===== src/rtl/acr_defines.svh =====
// Register offsets, field positions, reset values for the converter
// configuration and calibration slice. Included by the RTL.
`ifndef ACR_DEFINES_SVH
`define ACR_DEFINES_SVH
`define ACR_OFF_READ_OPT   8'h05
`define ACR_OFF_REF_SEL    8'h06
`define ACR_OFF_OFS_LOW    8'h07
`define ACR_OFF_OFS_MID    8'h08
`define ACR_OFF_OFS_HIGH   8'h09
`define ACR_OFF_GAIN_LOW   8'h0a
`define ACR_OFF_GAIN_MID   8'h0b
`define ACR_OFF_GAIN_HIGH  8'h0c
`define ACR_OFF_SPARE_ONES 8'h0d
`define ACR_OFF_SPARE_ZERO 8'h0e
`define ACR_STAT_INC_BIT   6
`define ACR_RST_READ_OPT   8'h00
`define ACR_RST_REF_SEL    8'h05
`define ACR_RST_OFS        8'h00
`define ACR_RST_GAIN_LOW   8'h00
`define ACR_RST_GAIN_MID   8'h00
`define ACR_RST_GAIN_HIGH  8'h40
`define ACR_RST_SPARE_ONES 8'hff
`define ACR_RST_SPARE_ZERO 8'h00
`define ACR_REF_ANALOG     4'h5
`define ACR_REF_EXTERNAL   4'ha
`define ACR_UNITY_SHIFT    22
`endif


===== src/rtl/acr_pkg.sv =====
// Types shared by the calibration register slice.
// Assumes acr_defines.svh is on the include path.
package acr_pkg;
   // Raw conversion result with its strobe.
   typedef struct packed {
      logic        valid;
      logic [23:0] data;
   } acr_sample_s;
   // Reference source decoded from the selector field.
   typedef enum logic [1:0] {
      ACR_REF_NONE = 2'b00,
      ACR_REF_ANALOG_SUPPLY_REF = 2'b01,
      ACR_REF_EXT  = 2'b10
   } acr_ref_e;
   // Bus slave states, one-hot.
   typedef enum logic [1:0] {
      ACR_IDLE = 2'b01,
      ACR_DONE = 2'b10
   } acr_bus_e;
endpackage


===== src/rtl/acr_regs.sv =====
// Configuration and calibration register slice with result correction.
// Assumes an APB master on pclk and a raw result stream on the same clock.
//
// The implementer's own choice: the APB register port.
`include "acr_defines.svh"

// Function
// Status-include bit 6 appends the status byte to data reads; clear at reset.
// Selector code 0101 picks analog supply (reset), 1010 external reference.
// Host loads only the two defined selector codes; others reserved.
// Offset word is 24-bit signed, three bytes from 07h, low byte first.
// Offset is subtracted first, then gain correction applied.
// Gain word is 24-bit unsigned, three bytes from 0Ah, low byte first.
// Result scaled by gain word over 400000h; 400000h is unity.
// Gain bytes reset to 00h, 00h, 40h low to high.
// Offset bytes reset to zero.
// Filler register at 0Dh is read-only and reads all ones.
// Host writes zeros to reserved bits and ones to the filler.
// Corrected result clamps to the 24-bit signed range on overflow.
module acr_regs (
   // Clock and reset.
   input  wire logic               pclk,
   input  wire logic               presetn,
   // APB slave.
   input  wire logic               psel,
   input  wire logic               penable,
   input  wire logic               pwrite,
   input  wire logic [7:0]         paddr,
   input  wire logic [31:0]        pwdata,
   output logic      [31:0]        prdata,
   output logic                    pready,
   output logic                    pslverr,
   // Conversion path.
   input  wire acr_pkg::acr_sample_s raw_in,
   output acr_pkg::acr_sample_s    corr_out,
   // Configuration outputs.
   output logic                    status_byte_include,
   output acr_pkg::acr_ref_e       reference_source
);
   import acr_pkg::*;

   // ****************************************
   // Register storage
   // ****************************************
   logic [7:0] read_option_cfg_q;
   logic [7:0] reference_select_cfg_q;
   logic [7:0] offset_corr_low_q, offset_corr_mid_q, offset_corr_high_q;
   logic [7:0] gain_corr_low_q, gain_corr_mid_q, gain_corr_high_q;
   logic [7:0] spare_zero_register_q;
   acr_bus_e   bus_q;
   logic       wr_en, rd_hit;
   logic [7:0] rd_byte;

   // Offsets are printed as word indices; byte address is four times.
   function automatic logic [7:0] acr_idx(input logic [7:0] a);
      return {2'b00, a[7:2]};
   endfunction

   // A write lands only at the edge where the master samples pready high,
   // and a misaligned byte address never aliases onto a mapped register.
   assign wr_en = psel && penable && pwrite && pready
                  && paddr[1:0] == 2'b00;

   // Register writes; the filler register ignores writes.
   always_ff @(posedge pclk or negedge presetn) begin
      if (!presetn) begin
         read_option_cfg_q      <= `ACR_RST_READ_OPT;
         reference_select_cfg_q <= `ACR_RST_REF_SEL;
         offset_corr_low_q      <= `ACR_RST_OFS;
         offset_corr_mid_q      <= `ACR_RST_OFS;
         offset_corr_high_q     <= `ACR_RST_OFS;
         gain_corr_low_q        <= `ACR_RST_GAIN_LOW;
         gain_corr_mid_q        <= `ACR_RST_GAIN_MID;
         gain_corr_high_q       <= `ACR_RST_GAIN_HIGH;
         spare_zero_register_q  <= `ACR_RST_SPARE_ZERO;
      end else if (wr_en) begin
         case (acr_idx(paddr))
            `ACR_OFF_READ_OPT:  read_option_cfg_q      <= pwdata[7:0];
            `ACR_OFF_REF_SEL:   reference_select_cfg_q <= pwdata[7:0];
            `ACR_OFF_OFS_LOW:   offset_corr_low_q      <= pwdata[7:0];
            `ACR_OFF_OFS_MID:   offset_corr_mid_q      <= pwdata[7:0];
            `ACR_OFF_OFS_HIGH:  offset_corr_high_q     <= pwdata[7:0];
            `ACR_OFF_GAIN_LOW:  gain_corr_low_q        <= pwdata[7:0];
            `ACR_OFF_GAIN_MID:  gain_corr_mid_q        <= pwdata[7:0];
            `ACR_OFF_GAIN_HIGH: gain_corr_high_q       <= pwdata[7:0];
            `ACR_OFF_SPARE_ZERO: spare_zero_register_q <= pwdata[7:0];
            default: ;
         endcase
      end
   end

   // Read mux; unmapped addresses read zero and raise pslverr.
   always_comb begin
      rd_hit  = 1'b1;
      rd_byte = 8'h00;
      case (acr_idx(paddr))
         `ACR_OFF_READ_OPT:   rd_byte = read_option_cfg_q;
         `ACR_OFF_REF_SEL:    rd_byte = reference_select_cfg_q;
         `ACR_OFF_OFS_LOW:    rd_byte = offset_corr_low_q;
         `ACR_OFF_OFS_MID:    rd_byte = offset_corr_mid_q;
         `ACR_OFF_OFS_HIGH:   rd_byte = offset_corr_high_q;
         `ACR_OFF_GAIN_LOW:   rd_byte = gain_corr_low_q;
         `ACR_OFF_GAIN_MID:   rd_byte = gain_corr_mid_q;
         `ACR_OFF_GAIN_HIGH:  rd_byte = gain_corr_high_q;
         `ACR_OFF_SPARE_ONES: rd_byte = `ACR_RST_SPARE_ONES;
         `ACR_OFF_SPARE_ZERO: rd_byte = spare_zero_register_q;
         default:             rd_hit  = 1'b0;
      endcase
      if (paddr[1:0] != 2'b00) begin
         rd_hit = 1'b0;
      end
   end

   // ****************************************
   // APB handshake
   // ****************************************
   // One wait state: pready rises the cycle after the access phase starts,
   // so read data and pready both come straight from flip-flops.
   always_ff @(posedge pclk or negedge presetn) begin
      if (!presetn) begin
         bus_q   <= ACR_IDLE;
         pready  <= 1'b0;
         pslverr <= 1'b0;
         prdata  <= 32'h0000_0000;
      end else begin
         case (bus_q)
            ACR_IDLE: begin
               if (psel && penable) begin
                  bus_q   <= ACR_DONE;
                  pready  <= 1'b1;
                  pslverr <= !rd_hit;
                  prdata  <= (pwrite || !rd_hit) ? 32'h0000_0000
                                                 : {24'h00_0000, rd_byte};
               end
            end
            ACR_DONE: begin
               bus_q   <= ACR_IDLE;
               pready  <= 1'b0;
               pslverr <= 1'b0;
               prdata  <= 32'h0000_0000;
            end
            default: bus_q <= ACR_IDLE;
         endcase
      end
   end

   // ****************************************
   // Configuration decode
   // ****************************************
   // Reserved selector codes map to NONE so the analog side can flag them.
   always_ff @(posedge pclk or negedge presetn) begin
      if (!presetn) begin
         status_byte_include <= 1'b0;
         reference_source    <= ACR_REF_ANALOG_SUPPLY_REF;
      end else begin
         status_byte_include <= read_option_cfg_q[`ACR_STAT_INC_BIT];
         case (reference_select_cfg_q[3:0])
            `ACR_REF_ANALOG:   reference_source <= ACR_REF_ANALOG_SUPPLY_REF;
            `ACR_REF_EXTERNAL: reference_source <= ACR_REF_EXT;
            default:           reference_source <= ACR_REF_NONE;
         endcase
      end
   end

   // ****************************************
   // Result correction
   // ****************************************
   logic signed [23:0] offset_correction_word;
   logic        [23:0] gain_correction_word;
   logic signed [24:0] diff_d, diff_q;
   logic signed [23:0] diff_sat;
   logic signed [49:0] prod;
   logic signed [27:0] scaled;
   logic               stage1_q;

   // Saturate a 28-bit signed value into 24 bits.
   function automatic logic signed [23:0] acr_clamp(
      input logic signed [27:0] v);
      if (v > 28'sh07f_ffff) begin
         return 24'sh7f_ffff;
      end else if (v < -28'sh080_0000) begin
         return 24'sh80_0000;
      end
      return v[23:0];
   endfunction

   assign offset_correction_word = {offset_corr_high_q, offset_corr_mid_q,
                                    offset_corr_low_q};
   assign gain_correction_word   = {gain_corr_high_q, gain_corr_mid_q,
                                    gain_corr_low_q};
   assign diff_d   = {raw_in.data[23], raw_in.data}
                   - {offset_correction_word[23], offset_correction_word};
   assign diff_sat = acr_clamp({{3{diff_q[24]}}, diff_q});
   assign prod     = diff_sat * $signed({2'b00, gain_correction_word});
   assign scaled   = prod[49:22] >>> 0;

   // Stage one subtracts the offset, stage two applies the gain.
   always_ff @(posedge pclk or negedge presetn) begin
      if (!presetn) begin
         diff_q   <= '0;
         stage1_q <= 1'b0;
      end else begin
         diff_q   <= diff_d;
         stage1_q <= raw_in.valid;
      end
   end

   always_ff @(posedge pclk or negedge presetn) begin
      if (!presetn) begin
         corr_out <= '0;
      end else begin
         corr_out.valid <= stage1_q;
         corr_out.data  <= acr_clamp(scaled);
      end
   end
endmodule // acr_regs


===== config.mk =====
export PLATFORM = sky130hd
export DESIGN_NAME = acr_regs
export DESIGN_NICKNAME = d
export VERILOG_FILES = /design/src/rtl/acr_pkg.sv /design/src/rtl/acr_regs.sv
export VERILOG_INCLUDE_DIRS = /design/src /design/src/rtl
export SDC_FILE = /design/constraint.sdc
export NUM_CORES = 2
export LEC_CHECK = 0
export BUFFER_PORTS_ARGS = -buffer_cell sky130_fd_sc_hd__buf_4
export CORE_ASPECT_RATIO = 0.6
export CORE_MARGIN = 4
export CORE_UTILIZATION = 48
export DETAILED_ROUTE_END_ITERATION = 8
export PLACE_DENSITY = 0.68
export SLEW_MARGIN = 20
export SYNTH_ARGS = -nofsm -noshare
export SYNTH_HDL_FRONTEND = slang
export SYNTH_SLANG_ARGS = --single-unit

===== constraint.sdc =====
create_clock -name pclk -period 9.4 [get_ports pclk]
set_input_delay 0.47 -clock pclk [delete_from_list [all_inputs] [get_ports pclk]]
set_output_delay 0.47 -clock pclk [all_outputs]
set_load 0.02 [all_outputs]

==> results.ini <==
[cts]
cts.hold.buffers_added = 0
clk_pin_slew_ns = 0.07
numCtsBuffers = 17
postCtsSetupBuffers = 0
h-tree-depth = 4
clkSinkCount = 138
cts_root_buf = clkbuf_16
insertion_delay_ns = 0.46
cts.path.max_buffers = 2
cts_tree = built

[synthesis]
ys_types = 67
synthTopCellsByCount = inv_1 (628), fa_1 (482), nand2_1 (431)
synth_seq_area_share_pct = 13.66
syn_inst = 2779
syn_area_per_cell_sq_um = 9.115
synth-edff-count = 0
yosys_most_used_dff = dfrtp_1
ys_ff_latch = 138
async_reset_ff_share_pct = 100.0
yosysTopAreaCell = fa_1
synth.cell_area_sq_mm = 0.02533
yosys_warnings = 0
synthTopCellsByArea = fa_1 (38%), dfrtp_1 (13%), ha_1 (11%), inv_1 (9.3%), nand2_1 (6.4%)
synth.most_common_cell = inv_1
synth_top_area_share_pct = 38.09

[cells_and_area]
area_delta_synth_final_pct = 8.130
drive_gt1_share_pct = 8.995
fill_cells = 4643
fin_nets = 3596

[critical_path]
crit_slowest_cell = a2111oi_0
critPathKind = reg -> reg
start_kind = register
critPathLaunch = diff_q[23]
rr_worst_depth = 30
r2r_setup_slack_ns = 0.61
timing.rr.end = corr_out[3]
cp.required_ns = 9.78
end_kind = register
r2r_start = diff_q[23]
path_max_fanout = 24
cp.arrival_ns = 9.17
slowest_delay_ns = 0.63
endpoint = corr_out[3]

[power_and_ir_drop]
ir_worst_vdd_mv = 0.1060
leakage_nw = 14.19
power_density_mw_per_mm2 = 67.58
totalPowerFinal_w = 0.001851

[global_routing]
grt_overflow = 0
grt_pass1_vias = 20250
grt_first_pass_wirelength_um = 110400
grtUsageTotal_pct = 25.07
grt_max_degree = 78
antenna_found_initial = 0

[die]
start_util_pct = 49.12
die_y_um = 185.9
pin_count = 132
core_sq_mm = 0.05157
fp-row-count = 64
die-area_sq_mm = 0.05663
die_width_um = 304.6

[sta]
fin_crit_ns = 8.792
skew_ns = 0.02005
final.setup.tns_ns = 0
fmax_mhz = 113.7
tightestPinTransition_ns = 1.040
rsz0062_at_grt = no
setup_viol = 0
timing.final.crit_share_pct = 93.53
slew_viol_final = 0
whs_ns = -0.001660
finalHoldViolations = 6
maxSlewHeadroom_pct = 30.12

[route]
ant_nets = 0
drtIter0Drc = 1676
num_vias = 18850
wl_um = 68750
viasPerCell = 5.342
drc = 0
drtPass1Iterations = 7
wl_per_cell_um = 19.48

[run_status]
violations = negative hold slack
outcome = finished, violations left

[hold_path]
hold_class = in -> async

[placement]
globalplace.congestion = 0.9236
hpwl_um = 55160
placement.io_buffers = 83

[job]
cap_violations = 0

[kinds of logic (layout without fill, tap and decap cells)]
group | after synthesis | in the layout | share of synthesized area (%)
and+or+nand+nor | 812 | 812 | 14.90
buffers and inverters | 781 | 814 | 12.00
adders and majority gates | 706 | 706 | 49.14
AOI/OAI and AO/OA | 246 | 246 | 6.520
DFF | 138 | 138 | 13.66
muxes | 49 | 49 | 2.178
xor gates and xnor gates | 46 | 46 | 1.590
other | 1 | 25 | 0.01480
[layer usage]
metal | global-route usage, % | share of wire [%]
met2 | 37.47 | 43
met3 | 6.926 | 10
met4 | 6.906 | 2.2
met5 | 0 | 0
met1 | 36.12 | 44
[worst min path at each step]
| stage | slack (ns) | startpoint | endpoint |
|---|---|---|---|
| floorplan | 0.17 | presetn | bus_q[1] |
| global placement | 0.34 | stage1_q | corr_out[24] |
| detailed placement | 0.34 | stage1_q | corr_out[24] |
| CTS | 0.01 | presetn | prdata[3] |
| global route | 0.05 | presetn | prdata[2] |
| finish | -0.002 | presetn | prdata[6] |
[power breakdown]
part	internal [W]	total, W	switching (W)
logic	0.000189	0.000541	0.000351
clock network	0.000383	0.000675	0.000292
registers	0.000619	0.000636	0.0000164
[critical path, delay by kind of cell (launching register included)]
kind / cells / cell delay (ns)
AOI/OAI and AO/OA: 6 / 1.73
and+or+nand+nor: 7 / 1.69
adders and majority gates: 8 / 3.86
DFF: 1 / 0.42
buffers and inverters: 9 / 0.96
[flip-flops by register name (all words and copies together) (netlist names), 2 cells and up]
register                count
offset_corr_low_q           8
bus_q                       2
reference_select_cfg_q      8
prdata                      8
spare_zero_register_q       8
corr_out                   25
gain_corr_low_q             8
gain_corr_high_q            8
read_option_cfg_q           8
offset_corr_high_q          8
diff_q                     25
offset_corr_mid_q           8
gain_corr_mid_q             8
reference_source            2
[cell usage in the layout, fill, tap and decap left out, types with 14 or more instances in the layout]
| cell | netlist | final |
|---|---|---|
| inv_1 | 628 | 628 |
| fa_1 | 482 | 482 |
| nand2_1 | 431 | 431 |
| ha_1 | 222 | 222 |
| and2_1 | 177 | 177 |
| buf_4 | 24 | 152 |
| dfrtp_1 | 133 | 133 |
| nor2_1 | 89 | 89 |
| a21oi_1 | 50 | 50 |
| mux2_2 | 49 | 49 |
| o21ai_0 | 48 | 48 |
| o21a_1 | 31 | 31 |
| a21o_1 | 29 | 29 |
| xnor2_1 | 28 | 28 |
| nand2b_1 | 25 | 25 |
| nand3_1 | 24 | 24 |
| conb_1 | 1 | 24 |
| xor2_1 | 18 | 18 |
| a221oi_1 | 17 | 17 |
| clkbuf_16 | 0 | 17 |
| nor3_1 | 19 | 14 |
[layout make-up]
cell class	instances	area [sq um]	share of cell area, %
Clock buffer	22	464.2	1.695
Multi-Input combinational cell	1883	18970	69.26
Sequential cell	138	3460	12.63
Antenna cell	1	2.502	0.009136
Inverter	628	2357	8.606
Tap cell	693	867.1	3.166
Clock inverter	10	106.4	0.3883
Timing Repair Buffer	154	1164	4.248
[repair_timing]
| item | 4_1_cts | 5_1_grt |
|---|---|---|
| gates cloned | 0 | 0 |
| resized for setup | 1 | 2 |
| endpoints found under the hold margin | 0 | 0 |
| endpoints found under the setup margin | 2 | 23 |
[stage by stage]
step	worst slack [ns]	cells	area (sq um)	hold WS, ns	utilization (%)
after detailed placement	0.02148	3496	26790	0.3397	51.94
after floorplan	1.575	2802	25420	0.1744	-
after CTS	0.03012	3528	27360	0.01324	53.05
after global placement	0.1658	3496	26770	0.3356	51.91
after global routing	0.07275	3528	27390	0.05032	53.11
final	0.6083	3529	27390	-0.001660	53.12
Power figures use the tool's default switching activity.
